===== src/seq_map.vh =====
// Register map, field codes, reset values and timing counts of the preset sequencer
`ifndef SEQ_MAP_VH
`define SEQ_MAP_VH

// ----------------------------------------
// Register byte offsets
// ----------------------------------------
`define OFS_MODE        8'h00
`define OFS_DIR_PROG    8'h04
`define OFS_START_SEL   8'h08
`define OFS_PAUSE_SEL   8'h0C
`define OFS_RUN_TIME0   8'h10
`define OFS_RUN_TIME7   8'h2C
`define OFS_STATUS      8'h30

// ----------------------------------------
// Mode codes
// ----------------------------------------
`define MODE_OFF        8'h00
`define MODE_ONCE       8'h01
`define MODE_CONT       8'h02
`define MODE_STEP_ONCE  8'h03
`define MODE_STEP_CONT  8'h04

// ----------------------------------------
// Reset values and limits
// ----------------------------------------
`define RST_MODE        8'h00
`define RST_DIR_PROG    8'h00
`define RST_RUN_TIME    16'h0000
`define RST_SEL         3'h0
`define RUN_TIME_MAX    16'h03E8
`define NUM_INPUTS      3'h6

// ----------------------------------------
// Timing
// ----------------------------------------
`define CLK_HZ          10000000
`define TICK_SEC        1
`define TICK_CYCLES     (`CLK_HZ * `TICK_SEC)

`endif


===== src/pin_sync.v =====
// Three-stage input synchroniser with agreement filter, one lane per bit
`timescale 1ns/1ps
`default_nettype none

module pin_sync #(
  parameter W = 6
) (
  // Clock and reset
  input  wire         sys_clk,
  input  wire         rstn,
  // Pins in, clean levels out
  input  wire [W-1:0] pin_in,
  output wire [W-1:0] level_out
);

  genvar g;
  generate
    for (g = 0; g < W; g = g + 1)
    begin : g_lane
      reg s1_r;
      reg s2_r;
      reg s3_r;
      reg lvl_r;
      always @(posedge sys_clk or negedge rstn)
      begin
        if (!rstn)
        begin
          s1_r  <= 1'b0;
          s2_r  <= 1'b0;
          s3_r  <= 1'b0;
          lvl_r <= 1'b0;
        end
        else
        begin
          s1_r <= pin_in[g];
          s2_r <= s1_r;
          s3_r <= s2_r;
          // Only stages two and three are compared, never the first
          if (s2_r == s3_r)
            lvl_r <= s3_r;
        end
      end
      assign level_out[g] = lvl_r;
    end
  endgenerate

endmodule // pin_sync

`default_nettype wire


===== src/preset_speed_sequencer.v =====
// Preset speed sequencer with APB register file
`timescale 1ns/1ps
`default_nettype none
`include "seq_map.vh"

module preset_speed_sequencer #(
  parameter TICK_CYCLES = `TICK_CYCLES
) (
  // Clock and reset
  input  wire         sys_clk,
  input  wire         rstn,
  // APB slave
  input  wire         psel,
  input  wire         penable,
  input  wire         pwrite,
  input  wire [7:0]   paddr,
  input  wire [31:0]  pwdata,
  output reg  [31:0]  prdata,
  output reg          pready,
  output reg          pslverr,
  // Digital input pins one to six
  input  wire [5:0]   din,
  // Preset frequencies, preset n in bits 16n+15:16n
  input  wire [127:0] preset_freq,
  // Other command and setpoint sources
  input  wire         ext_run,
  input  wire         ext_reverse,
  input  wire [15:0]  ext_setpoint,
  // Drive command
  output reg          drive_run,
  output reg          drive_reverse,
  output reg  [15:0]  drive_setpoint,
  // Sequencer state
  output reg          seq_active,
  output reg          seq_paused,
  output reg  [2:0]   seq_step,
  output reg          step_end,
  output reg          cycle_end
);

  // ----------------------------------------
  // States
  // ----------------------------------------
  localparam [1:0] ST_IDLE = 2'b00;
  localparam [1:0] ST_RUN  = 2'b01;
  localparam [1:0] ST_GAP  = 2'b10;
  localparam [1:0] ST_DONE = 2'b11;

  reg  [7:0]  mode_r;
  reg  [7:0]  dir_prog_r;
  reg  [2:0]  start_sel_r;
  reg  [2:0]  pause_sel_r;
  reg  [15:0] run_time_r [0:7];
  reg  [1:0]  state_r;
  reg  [1:0]  state_nxt;
  reg  [2:0]  step_r;
  reg  [2:0]  step_nxt;
  reg  [15:0] elapsed_r;
  reg  [15:0] elapsed_nxt;
  reg         step_end_nxt;
  reg         cycle_end_nxt;
  reg  [2:0]  first_idx;
  reg         first_ok;
  reg  [2:0]  next_idx;
  reg         next_ok;
  reg  [31:0] rd_data;
  reg         rd_err;
  reg  [15:0] wr_time;
  wire [5:0]  din_lvl;
  wire        tick;
  wire        start_in;
  wire        pause_in;
  wire        mode_ok;
  wire        stepped;
  wire        looping;
  wire        apb_wr;
  integer     k;
  integer     j;

  // ----------------------------------------
  // Input pins and the one-second base
  // ----------------------------------------
  pin_sync #(.W (6)) u_sync (
    .sys_clk   (sys_clk),
    .rstn      (rstn),
    .pin_in    (din),
    .level_out (din_lvl)
  );

  sec_tick #(
    .CYCLES    (TICK_CYCLES)
  ) u_tick (
    .sys_clk   (sys_clk),
    .rstn      (rstn),
    .clear     ((state_nxt != state_r) || (step_nxt != step_r)),
    .tick      (tick)
  );

  // Assignment 0 or above six leaves the function unconnected
  assign start_in = (start_sel_r != 3'h0) && (start_sel_r <= `NUM_INPUTS) &&
                    din_lvl[start_sel_r - 3'h1];
  assign pause_in = (pause_sel_r != 3'h0) && (pause_sel_r <= `NUM_INPUTS) &&
                    din_lvl[pause_sel_r - 3'h1];

  // Codes above four decode as disabled
  assign mode_ok = (mode_r >= `MODE_ONCE) && (mode_r <= `MODE_STEP_CONT);
  assign stepped = (mode_r == `MODE_STEP_ONCE) || (mode_r == `MODE_STEP_CONT);
  assign looping = (mode_r == `MODE_CONT) || (mode_r == `MODE_STEP_CONT);

  // ----------------------------------------
  // Active preset search
  // ----------------------------------------
  always @*
  begin
    first_ok = 1'b0;
    first_idx = 3'h0;
    next_ok = 1'b0;
    next_idx = 3'h0;
    for (k = 7; k >= 0; k = k - 1)
    begin
      if (run_time_r[k] != 16'h0000)
      begin
        first_ok = 1'b1;
        first_idx = k[2:0];
        if (k[2:0] > step_r)
        begin
          next_ok = 1'b1;
          next_idx = k[2:0];
        end
      end
    end
  end

  // ----------------------------------------
  // Sequence control
  // ----------------------------------------
  always @*
  begin
    state_nxt = state_r;
    step_nxt = step_r;
    elapsed_nxt = elapsed_r;
    step_end_nxt = 1'b0;
    cycle_end_nxt = 1'b0;
    case (state_r)
      ST_IDLE:
      begin
        if (start_in && mode_ok && first_ok)
        begin
          state_nxt = ST_RUN;
          step_nxt = first_idx;
          elapsed_nxt = 16'h0000;
        end
      end
      ST_RUN:
      begin
        // Pause freezes both the step and its elapsed seconds
        if (tick && !pause_in)
        begin
          if (elapsed_r + 16'h0001 >= run_time_r[step_r])
          begin
            step_end_nxt = 1'b1;
            elapsed_nxt = 16'h0000;
            if (next_ok)
            begin
              step_nxt = next_idx;
              state_nxt = stepped ? ST_GAP : ST_RUN;
            end
            else
            begin
              cycle_end_nxt = 1'b1;
              step_nxt = first_idx;
              if (looping && first_ok)
                state_nxt = stepped ? ST_GAP : ST_RUN;
              else
                state_nxt = ST_DONE;
            end
          end
          else
            elapsed_nxt = elapsed_r + 16'h0001;
        end
      end
      ST_GAP:
      begin
        // Stepped modes drop to zero for one second between presets
        if (tick && !pause_in)
          state_nxt = ST_RUN;
      end
      ST_DONE: state_nxt = ST_DONE;
      default: state_nxt = ST_IDLE;
    endcase
    // Losing start or mode ends the sequence at once
    if (!start_in || !mode_ok)
    begin
      state_nxt = ST_IDLE;
      step_nxt = 3'h0;
      elapsed_nxt = 16'h0000;
      cycle_end_nxt = 1'b0;
      step_end_nxt = 1'b0;
    end
  end

  always @(posedge sys_clk or negedge rstn)
  begin
    if (!rstn)
    begin
      state_r <= ST_IDLE;
      step_r <= 3'h0;
      elapsed_r <= 16'h0000;
    end
    else
    begin
      state_r <= state_nxt;
      step_r <= step_nxt;
      elapsed_r <= elapsed_nxt;
    end
  end

  // ----------------------------------------
  // Drive command outputs
  // ----------------------------------------
  always @(posedge sys_clk or negedge rstn)
  begin
    if (!rstn)
    begin
      drive_run <= 1'b0;
      drive_reverse <= 1'b0;
      drive_setpoint <= 16'h0000;
      seq_active <= 1'b0;
      seq_paused <= 1'b0;
      seq_step <= 3'h0;
      step_end <= 1'b0;
      cycle_end <= 1'b0;
    end
    else
    begin
      seq_step <= step_nxt;
      step_end <= step_end_nxt;
      cycle_end <= cycle_end_nxt;
      seq_active <= (state_nxt == ST_RUN) || (state_nxt == ST_GAP);
      seq_paused <= pause_in && (state_nxt != ST_IDLE) && (state_nxt != ST_DONE);
      if (mode_ok)
      begin
        // With the sequencer enabled only its start input runs the drive
        drive_run <= (state_nxt == ST_RUN);
        drive_reverse <= dir_prog_r[step_nxt];
        drive_setpoint <= (state_nxt == ST_RUN) ? preset_freq[step_nxt*16 +: 16] : 16'h0000;
      end
      else
      begin
        drive_run <= ext_run;
        drive_reverse <= ext_reverse;
        drive_setpoint <= ext_setpoint;
      end
    end
  end

  // ----------------------------------------
  // APB register file
  // ----------------------------------------
  // Answer comes one cycle after setup, so read data can be registered
  assign apb_wr = psel && penable && pready && pwrite && !pslverr;

  always @*
  begin
    rd_data = 32'h00000000;
    rd_err = 1'b0;
    wr_time = (pwdata[15:0] > `RUN_TIME_MAX) ? `RUN_TIME_MAX : pwdata[15:0];
    if ((paddr >= `OFS_RUN_TIME0) && (paddr <= `OFS_RUN_TIME7) && (paddr[1:0] == 2'b00))
      rd_data = {16'h0000, run_time_r[paddr[4:2] - 3'h4]};
    else
    begin
      case (paddr)
        `OFS_MODE:      rd_data = {24'h000000, mode_r};
        `OFS_DIR_PROG:  rd_data = {24'h000000, dir_prog_r};
        `OFS_START_SEL: rd_data = {29'h00000000, start_sel_r};
        `OFS_PAUSE_SEL: rd_data = {29'h00000000, pause_sel_r};
        `OFS_STATUS:    rd_data = {elapsed_r, 8'h00, pause_in, start_in, state_r, 1'b0, step_r};
        default:        rd_err = 1'b1;
      endcase
    end
  end

  always @(posedge sys_clk or negedge rstn)
  begin
    if (!rstn)
    begin
      prdata <= 32'h00000000;
      pready <= 1'b0;
      pslverr <= 1'b0;
      mode_r <= `RST_MODE;
      dir_prog_r <= `RST_DIR_PROG;
      start_sel_r <= `RST_SEL;
      pause_sel_r <= `RST_SEL;
      for (j = 0; j < 8; j = j + 1)
        run_time_r[j] <= `RST_RUN_TIME;
    end
    else
    begin
      pready <= psel && !penable;
      pslverr <= psel && !penable && rd_err;
      if (psel && !penable && !pwrite)
        prdata <= rd_data;
      if (apb_wr)
      begin
        if ((paddr >= `OFS_RUN_TIME0) && (paddr <= `OFS_RUN_TIME7))
          run_time_r[paddr[4:2] - 3'h4] <= wr_time;
        else
        begin
          case (paddr)
            `OFS_MODE:      mode_r <= pwdata[7:0];
            `OFS_DIR_PROG:  dir_prog_r <= pwdata[7:0];
            `OFS_START_SEL: start_sel_r <= pwdata[2:0];
            `OFS_PAUSE_SEL: pause_sel_r <= pwdata[2:0];
            default:        mode_r <= mode_r;
          endcase
        end
      end
    end
  end

endmodule // preset_speed_sequencer

`default_nettype wire


===== src/sec_tick.v =====
// Restartable divider giving a one-cycle pulse per second of run time
`timescale 1ns/1ps
`default_nettype none
`include "seq_map.vh"

module sec_tick #(
  parameter CYCLES = `TICK_CYCLES
) (
  // Clock and reset
  input  wire sys_clk,
  input  wire rstn,
  // Restart the second, and the pulse
  input  wire clear,
  output reg  tick
);

  reg [31:0] cnt_r;

  always @(posedge sys_clk or negedge rstn)
  begin
    if (!rstn)
    begin
      cnt_r <= 32'h00000000;
      tick  <= 1'b0;
    end
    else if (clear)
    begin
      // A step always starts on a fresh second
      cnt_r <= 32'h00000000;
      tick  <= 1'b0;
    end
    else if (cnt_r == CYCLES - 1)
    begin
      cnt_r <= 32'h00000000;
      tick  <= 1'b1;
    end
    else
    begin
      cnt_r <= cnt_r + 32'h00000001;
      tick  <= 1'b0;
    end
  end

endmodule // sec_tick

`default_nettype wire


===== config.mk =====
export PLATFORM = sky130hd
export DESIGN_NAME = preset_speed_sequencer
export DESIGN_NICKNAME = d
export VERILOG_FILES = /design/src/pin_sync.v /design/src/preset_speed_sequencer.v /design/src/sec_tick.v
export VERILOG_INCLUDE_DIRS = /design/src
export SDC_FILE = /design/constraint.sdc
export NUM_CORES = 1
export LEC_CHECK = 0
export BUFFER_PORTS_ARGS = -buffer_cell sky130_fd_sc_hd__buf_4
export CAP_MARGIN = 20
export CELL_PAD_IN_SITES_DETAIL_PLACEMENT = 0
export CELL_PAD_IN_SITES_GLOBAL_PLACEMENT = 1
export CORE_UTILIZATION = 50
export CTS_BUF_LIST = sky130_fd_sc_hd__clkbuf_4 sky130_fd_sc_hd__clkbuf_8
export CTS_CLUSTER_DIAMETER = 200
export DETAILED_ROUTE_END_ITERATION = 8
export HOLD_SLACK_MARGIN = 0.15
export PLACE_DENSITY = 0.92
export REMOVE_ABC_BUFFERS = 1
export SYNTH_ARGS = -nofsm -noshare
export SYNTH_HDL_FRONTEND = slang
export SYNTH_SLANG_ARGS = --single-unit
export TNS_END_PERCENT = 5

===== constraint.sdc =====
create_clock -name sys_clk -period 8.8 [get_ports sys_clk]
set_clock_uncertainty 0.05 [all_clocks]
set_input_delay 0.88 -clock sys_clk [delete_from_list [all_inputs] [get_ports sys_clk]]
set_output_delay 0.88 -clock sys_clk [all_outputs]
set_load 0.1 [all_outputs]

Word-level counts from Yosys, hierarchy flattened

Cells that the tools add are included.
Widths: inputs -> output; s select.

Bitwise gates (word level): 3
Magnitude comparators: 22
Shifts and indexed selects: 1
Multipliers: 0
Divide/modulo/power cells: 0
Equality and inequality tests: 24
Add/sub/neg operators: 5
Reduce and logical (&&, ||, !) cells: 54
Mux-type cells: 105

Operator list:

| cell                  | count |
|---|---|
| $mux 16               | 12 |
| $pmux 32 s5           | 1 |
| $bwmux 128            | 1 |
| $reduce_bool 16->1    | 8 |
| $shiftx 128x8->16     | 1 |
| $bmux 16 s3           | 2 |
| $mux 32               | 3 |
| $mux 3                | 29 |
| $demux 16 s3          | 1 |
| $mux 1                | 42 |
| $add 32x1->32 const B | 1 |
| $eq 32x24->1 const B  | 1 |
| $pmux 16 s2           | 1 |
| $logic_and 1x1->1     | 21 |
| $add 16x1->16 const B | 1 |
| $eq 8x2->1 const B    | 2 |
| $eq 8x3->1 const B    | 2 |
| $eq 8x4->1 const B    | 2 |
| $ge 16x16->1          | 1 |
| $gt 16x10->1 const B  | 1 |
| $mux 2                | 8 |
| $reduce_and 3->1      | 5 |
| $gt 3x3->1 const A    | 4 |
| $lt 3x4->1 const B    | 3 |
| 32 further kinds      | 61 |

ROM bits: 0
Word-level logic and storage cells: 265
RAM bits: 0
Bits in latches: 0
Flip-flop bits (word level): 284
Memories kept: 0
Bits of input ports: 197
Output and inout bits: 59

Longest topological paths before layout

Gate-level depths: netlist of the first run.

Depth after elaboration: 25
Gate-level depth with buffers: 23
Depth with buffers taken out: 21

Modules after synthesis

A second synthesis of the first run with hierarchy kept.

Cell total of the unflattened synthesis: 1495
Area total of the unflattened synthesis: 15847.7 um^2

Modules (own cells, without submodules):

| module                 | times used | cells an instance | seq. area each (um^2) | area an instance (um^2) |
|---|---|---|---|---|
| preset_speed_sequencer | 1          | 1270              | 5680.4                | 13374.1 |
| sec_tick               | 1          | 189               | 825.8                 | 1760.4 |
| pin_sync               | 1          | 36                | 600.6                 | 713.2 |

Worst setup path after synthesis of the first run

Ideal clock, no wire load.

Path type: reg2reg
Start: register, netlist name seq_step[0]
End: register drive_setpoint[11]
Setup slack: 3.545 ns
Data required time: 8.663 ns
Cell stages (with the launch flop): 21
Setup time: 0.087 ns
Path buffers: 4
Arrival: 5.119 ns
Period minus slack after synthesis: 5.255 ns
Path through: dfrtp_1 buf_1 buf_1 mux4_2 mux2i_1 ha_1 a211oi_1 nor2_1 nor3_1 o211ai_1 nand2_1 nor2_1 o21ai_1 nor2b_1 ha_1 nand2_1 and3b_1 clkbuf_1 clkbuf_1 a41oi_1 o211ai_1

RTL lines:

| element              | line                         | RTL |
|---|---|---|
| to (signal assigned) | preset_speed_sequencer.v:246 | `drive_setpoint <= (state_nxt == ST_RUN) ? preset_freq[step_nxt*16 +: 16] : 16'h0000;` |
| to (signal assigned) | preset_speed_sequencer.v:252 | `drive_setpoint <= ext_setpoint;` |
| to (decl)            | preset_speed_sequencer.v:32  | `output reg [15:0] drive_setpoint,` |

==> results of run 1 <==
## critical path: cells and delay by family (launching register included)
family          cells  cell delay, ns
flops               1            1.00
mux                 3            1.36
fa+ha+maj           1            0.28
buf+inv             2            0.83
simple gates        1            0.73
compound gates      6            1.53
## per-layer routing
| layer | part of all wire, % | wire length (µm) |
|---|---|---|
| met1 | 42 | 19100 |
| met2 | 48 | 21900 |
| met3 | 7.0 | 3160 |
| met5 | 0 | 0 |
| met4 | 2.5 | 1130 |
## worst paths after layout
| kind | from | endpoint | slack (ns) | depth (start not counted) |
|---|---|---|---|---|
| setup / recovery | seq_step[0] | drive_reverse | 2.82 | 13 |
| hold / removal | u_sync.g_lane[3].s1_r | u_sync.g_lane[3].s2_r | 0.30 | 0 |
| setup reg to reg | seq_step[0] | drive_reverse | 2.82 | 13 |
| hold reg to reg | u_sync.g_lane[3].s1_r | u_sync.g_lane[3].s2_r | 0.30 | 0 |
| max in group asynchronous | rstn | seq_step[0] | 6.99 | 2 |
| min in group asynchronous | rstn | prdata[9] | 0.31 | 1 |
## cells by family after synthesis
logic type	share of synthesized area, %
DFF	44.4
xor gates and xnor gates	2.62
AOI/OAI and AO/OA	10.0
buffers and inverters	2.99
muxes	18.6
adders and majority gates	2.48
and+or+nand+nor	18.9
## report_power, final
| part | internal [W] | switching, W | leakage, nW |
|---|---|---|---|
| clock network | 0.000701 | 0.000543 | 0.546 |
| registers | 0.00134 | 0.0000301 | 3.81 |
| logic | 0.000167 | 0.000243 | 4.35 |
| total | 0.00221 | 0.000816 | 8.70 |
## sequential cells by signal (all words and copies together), names as in the netlist, 6 cells and up
name	cells
u_sync.g_lane.s2_r	6
u_sync.g_lane.s3_r	6
run_time_r	128
elapsed_r	16
dir_prog_r	8
mode_r	8
u_sync.g_lane.lvl_r	6
drive_setpoint	16
u_tick.cnt_r	32
prdata	32
u_sync.g_lane.s1_r	6
## synthesized netlist by cell type (5+ instances only)
master     count
a21oi_1       18
a221oi_1       6
a41oi_1       20
and2_1        69
and3_1         9
and4_1         7
buf_1         17
buf_2          8
clkbuf_1      67
dfrtp_1      284
ha_1          27
inv_1         23
maj3_1         6
mux2_1        29
mux2_2        43
mux2i_1       66
mux4_2        67
nand2_1      194
nand2b_1      18
nand3_1       37
nand4_1       40
nor2_1        54
nor2b_1       10
nor3_1        24
nor3_2         6
nor4_1        64
o2111ai_1      5
o211ai_1      23
o21a_1         7
o21ai_0      120
o31ai_1        7
or3_1         18
or4_1          6
xnor2_1       26
xor2_1        22
## layout make-up
cell class,instances,area (µm²)
clock buffer,78,980
clock inverter,6,33.8
fill,2584,12400
inverter,25,93.8
multi-input combinational,1114,8460
sequential,284,7110
tap,402,503
timing repair buffer,258,2020
## through the flow
step | instance area [µm²] | std cells | power, W | worst slack (ns) | hold WS (ns)
2_1_floorplan | 15600 | 1423 | 0.00163 | 2.40 | 0.281
3_3_place_gp | 18100 | 2076 | 0.00180 | 2.85 | 0.283
4_1_cts | 19100 | 2160 | 0.00305 | 2.69 | 0.299
5_1_grt | 19200 | 2167 | 0.00315 | 2.51 | 0.303
3_5_place_dp | 18100 | 2076 | 0.00181 | 2.68 | 0.286
6_report | 19200 | 2167 | 0.00303 | 2.82 | 0.296
==> impl_metrics.csv, run 1 <==
group,metric,value,unit
status,status,"finished clean",
routing,wire_per_inst,20.9,µm
routing,vias,13350,
run,max_cap_violations,0,
synthesis,ys.flop_type,"dfrtp_1",
synthesis,yosys.area.top_type,"dfrtp_1",
cells_and_area,final_util,60.9,%
sta,slew_viol_final,0,
synthesis,synth_seq_cells,284,
clock_tree,postCtsSetupBuffers,0,
synthesis,synth_top_area_share,44.4,%
synthesis,ys_seq_area_share,44.4,%
routing,detail_route.iter0.violations,1290,
place,place_congestion,0.924,
place,port_buffers,239,
sta,clock.fmax,167,MHz
setup_path,crit_path_max_incr_delay,1.00,ns
clock_tree,htreeDepth,2,
setup_path,cp.arrival,6.39,ns
floorplan,start_util,50.8,%
routing,wl,45300,µm
floorplan,die_w,181,µm
grt,grt_max_degree,160,
floorplan,rows,65,
sta,setup_tns,0,ns
place,dpl.hpwl,31700,µm
grt,grtUsageTotal,27.6,%
cells_and_area,drive_above_1_share,27.0,%
setup_path,slowest_stage,"dfrtp_2",
routing,via_per_inst,6.16,
floorplan,ios,256,
clock_tree,clk_latency,0.59,ns
floorplan,core_area,31600,µm²
routing,antenna_left,0,
synthesis,yosysUniqueCellTypes,76,
setup_path,crit_chain,"buf_4 -> mux4_2 -> mux2i_1 -> ha_1 -> o21a_1 -> o2111ai_1 -> o211ai_1 -> a21boi_0 -> o211a_1 -> nor2_4 -> inv_2 -> mux2_2 -> o311ai_1",
grt,use_met3,4.37,%
grt,antenna_found_initial,0,
clock_tree,cts_tree,"built",
cells_and_area,synthToLayoutAreaGrowth,19.9,%
setup_path,end_kind,"flip-flop",
sta,worst_slew_pin_slew,1.06,ns
sta,slew_headroom,29.3,%
setup_path,crit_type,"reg -> reg",
floorplan,die_h,181,µm
clock_tree,clock_sinks,284,
synthesis,async_flop_share,100,%
clock_tree,cts.repair.resized,0,
cells_and_area,finalNetCount,1956,
synthesis,syn_avg_cell_area,10.5,µm²
power,p_per_area,158,nW/µm²
synthesis,synth_edf_count,0,
setup_path,crit_required,9.22,ns
floorplan,dieArea,32800,µm²
power,peakVddDrop,116,µV
power,p_leak,8.70,nW
routing,drc_errors,0,
clock_tree,cts_buffers,49,
routing,drt_first_pass_iters,5,
sta,setup_viol,0,
sta,timing.final.hold_violations,0,
clock_tree,cts_root_buf,"clkbuf_8",
grt,grt_pass1_wl,71900,µm
clock_tree,ctsHoldBuffers,0,
grt,overflow,0,
sta,layout_min_cycle_time,5.98,ns
synthesis,synthCells,1519,
grt,grtUsageMet1,37.8,%
grt,use_met2,45.1,%
clock_tree,path_clk_slew,0.06,ns
synthesis,netlist_area,16000,µm²
cells_and_area,layout_commonest_cell,"dfrtp_1",
grt,grt_pass1_vias,13174,
setup_path,start_kind,"flip-flop",
setup_path,cp_max_fo,33,
sta,timing.final.crit_share,67.9,%
cells_and_area,num_antenna_cells,0,
cells_and_area,layout_common_cells,"dfrtp_1 (282), buf_4 (249), nand2_1 (194), o21ai_0 (120), and2_1 (69)",
synthesis,synth_area_leaders,"dfrtp_1 (44%), mux4_2 (9.4%), nand2_1 (4.5%)",
synthesis,yosys_warnings,0,
min_path,min_path_type,"reg -> reg",
clock_tree,clockBufferDepth,3,
sta,rsz0062_at_grt,"no",
grt,busiest_layer,"met2",
No activity file was read; power rests on OpenSTA's default activity.
==> run 2: changes to the inputs <==
--- a/config.mk
+++ b/config.mk
@@ -6,16 +6,17 @@
 export SDC_FILE = /design/constraint.sdc
 export NUM_CORES = 1
 export LEC_CHECK = 0
+export ABC_AREA = 1
 export BUFFER_PORTS_ARGS = -buffer_cell sky130_fd_sc_hd__buf_4
 export CAP_MARGIN = 20
 export CELL_PAD_IN_SITES_DETAIL_PLACEMENT = 0
 export CELL_PAD_IN_SITES_GLOBAL_PLACEMENT = 1
-export CORE_UTILIZATION = 50
+export CORE_UTILIZATION = 43
 export CTS_BUF_LIST = sky130_fd_sc_hd__clkbuf_4 sky130_fd_sc_hd__clkbuf_8
 export CTS_CLUSTER_DIAMETER = 200
 export DETAILED_ROUTE_END_ITERATION = 8
 export HOLD_SLACK_MARGIN = 0.15
-export PLACE_DENSITY = 0.92
+export PLACE_DENSITY = 0.86
 export REMOVE_ABC_BUFFERS = 1
 export SYNTH_ARGS = -nofsm -noshare
 export SYNTH_HDL_FRONTEND = slang
==> constraint.sdc (replaced) <==
create_clock -name sys_clk -period 6.3 [get_ports sys_clk]
set_clock_uncertainty 0.05 [all_clocks]
set_input_delay 0.63 -clock sys_clk [delete_from_list [all_inputs] [get_ports sys_clk]]
set_output_delay 0.63 -clock sys_clk [all_outputs]
set_load 0.1 [all_outputs]
==> impl_metrics.csv, run 2 <==
group,metric,value,unit
sta,timing.final.crit_share,82.1,%
floorplan,dieArea,38300,µm²
power,switchingPower,0.00109,W
synthesis,ys.flop_type,"dfrtp_1",
cells_and_area,finalNetCount,2641,
clock_tree,cts_root_buf,"clkbuf_8",
place,dpl.hpwl,37300,µm
setup_path,cp.arrival,5.68,ns
routing,antenna_left,0,
sta,slew_headroom,29.9,%
clock_tree,clk_latency,0.64,ns
synthesis,synth_edf_count,0,
status,status,"finished clean",
setup_path,cp_max_fo,21,
routing,wl,52600,µm
synthesis,yosys_warnings,0,
cells_and_area,top_regs,"run_time_r x128, prdata x32, u_tick.cnt_r x32",
sta,post-route-worst-setup-slack,1.13,ns
clock_tree,postCtsSetupBuffers,0,
grt,overflow,0,
routing,drt_first_pass_iters,8,
power,p_per_area,213,nW/µm²
floorplan,die_h,196,µm
synthesis,synth_seq_cells,284,
setup_path,crit_path_max_incr_delay,0.68,ns
power,power,0.00418,W
floorplan,rows,70,
power,p_leak,9.66,nW
cells_and_area,num_antenna_cells,0,
synthesis,yosysMostFrequentCell,"nand2_1",
clock_tree,cts_buffers,50,
cells_and_area,synthToLayoutAreaGrowth,21.6,%
sta,clock.fmax,193,MHz
power,p_sw_share,26.1,%
cells_and_area,largest-register,"run_time_r",
sta,timing.final.hold_violations,0,
setup_path,crit_required,6.80,ns
cells_and_area,layout_commonest_cell,"nand2_1",
clock_tree,cts_tree,"built",
synthesis,yosys.area.top_type,"dfrtp_1",
routing,wire_per_inst,18.0,µm
cells_and_area,final_util,53.3,%
clock_tree,htreeDepth,2,
power,power.share.clock,44.8,%
grt,grtUsageTotal,27.5,%
place,port_buffers,239,
sta,slew_viol_final,0,
routing,vias,15816,
routing,via_per_inst,5.42,
cells_and_area,layout_common_cells,"nand2_1 (451), inv_1 (307), dfrtp_1 (284), buf_4 (259), nand3_1 (228)",
routing,detail_route.iter0.violations,1304,
place,dp_worst_setup_slack,1.25,ns
synthesis,synthCells,2171,
setup_path,crit_family,"buffers and inverters",
grt,grt_pass1_vias,15367,
setup_path,end_kind,"flip-flop",
clock_tree,clock_sinks,284,
floorplan,start_util,43.9,%
floorplan,ios,256,
setup_path,crit_chain,"buf_4 -> clkinv_1 -> buf_4 -> o211ai_1 -> nand3_1 -> a21oi_1 -> ha_1 -> nand2_1 -> nor2_1 -> nand2_1 -> nand2_1 -> nand2_1 -> nand3_1 -> nand2_1 -> inv_1 -> nand4_1 -> o211ai_1 -> nand2_2 -> buf_4 -> clkinv_1 -> nand3_1 -> nand3_1 -> nand2_1",
grt,antenna_found_initial,0,
run,max_cap_violations,0,
cells_and_area,drive_above_1_share,16.7,%
grt,grt_max_degree,154,
synthesis,ys_seq_area_share,44.1,%
clock_tree,clockBufferDepth,3,
synthesis,synth_top_area_share,44.1,%
grt,grt_pass1_wl,82800,µm
setup_path,path_common_cell,"nand2_1",
min_path,min_path_type,"in -> reg",
sta,worst_slew_pin_slew,1.04,ns
clock_tree,path_clk_slew,0.07,ns
setup_path,path_buf_inv,6,
synthesis,syn_avg_cell_area,7.43,µm²
floorplan,die_w,196,µm
sta,rsz0062_at_grt,"no",
sta,timing.hold.ws,0.182,ns
synthesis,ys_top_cells_by_count,"nand2_1 (452), inv_1 (307), dfrtp_1 (284)",
floorplan,core_area,36800,µm²
routing,drc_errors,0,
sta,setup_viol,0,
power,p_int,0.00309,W
setup_path,crit_type,"reg -> reg",
setup_path,start_kind,"flip-flop",
power,peakVddDrop,157,µV
setup_path,slowest_stage,"clkinv_1",
synthesis,async_flop_share,100,%
sta,layout_min_cycle_time,5.17,ns
power,comb_power_share,9.9,%
synthesis,yosysUniqueCellTypes,50,
cells_and_area,largest_reg_flops,128,
synthesis,synth_area_leaders,"dfrtp_1 (44%), nand2_1 (11%), inv_1 (7.1%)",
synthesis,netlist_area,16100,µm²
place,place_congestion,0.908,
power,seqPwrFrac,45.3,%
[run 2: power groups by stage]
stage	logic (W)	clock network [W]	registers (W)
2_1_floorplan	0.000103	0	0.00202
3_3_place_gp	0.000397	0	0.00192
3_5_place_dp	0.000401	0	0.00192
4_1_cts	0.000414	0.00190	0.00189
5_1_grt	0.000446	0.00199	0.00190
6_report	0.000412	0.00187	0.00189
[run 2: path summary, 6_finish.rpt]
check,depth (start not counted),slack (ns),from,to
worst max-delay path,23,1.13,seq_step[0],drive_setpoint[2]
worst min-delay path,3,0.18,psel,pready
worst max register to register,23,1.13,seq_step[0],drive_setpoint[2]
worst min register to register,0,0.30,u_sync.g_lane[1].s1_r,u_sync.g_lane[1].s2_r
max in group asynchronous,3,4.08,rstn,prdata[24]
min in group asynchronous,2,0.65,rstn,run_time_r[53]
[run 2: through the flow]
| stage | instance area [µm²] | TNS (ns) | cells |
|---|---|---|---|
| 2_1_floorplan | 15700 | -34.39 | 2081 |
| 4_1_cts | 19600 | 0 | 2917 |
| 5_1_grt | 19600 | 0 | 2918 |
| 3_5_place_dp | 18300 | 0 | 2810 |
| 3_3_place_gp | 18300 | 0 | 2810 |
| 6_report | 19600 | 0 | 2918 |
[run 2: layout make-up]
type / count / area (µm²)
sequential: 284 / 7110
clock inverter: 11 / 138
multi-input combinational: 1468 / 7400
timing repair buffer: 284 / 2200
inverter: 329 / 1230
fill: 3574 / 17200
tap: 468 / 586
clock buffer: 74 / 937
[run 2: timing repair]
item                                   CTS  global route
hold buffers                            22             0
endpoints found under the hold margin  127             0
resized for setup                        0             0
[run 2: tightest hold or removal path, cell delays in order]
cell	delay (ns)
buf_4	0.11
inv_1	0.04
nor2_1	0.04
[run 2: logic make-up (layout without fill, tap and decap cells)]
kind of cell | Yosys count | count (layout) | share of synthesized area [%]
AOI/OAI and AO/OA | 412 | 412 | 14.9
muxes | 1 | 1 | 0.0621
DFF | 284 | 284 | 44.1
adders and majority gates | 33 | 33 | 2.47
buffers and inverters | 419 | 698 | 10.1
and+or+nand+nor | 987 | 987 | 26.6
xor gates and xnor gates | 35 | 35 | 1.90
[run 2: layer usage]
layer  share of wire, %  routed length (µm)  GRT usage, %
met1                 44               23200          38.1
met2                 47               24500          43.3
met3                6.7                3550          5.43
met4                2.6                1350          8.74
met5                  0                   0             0
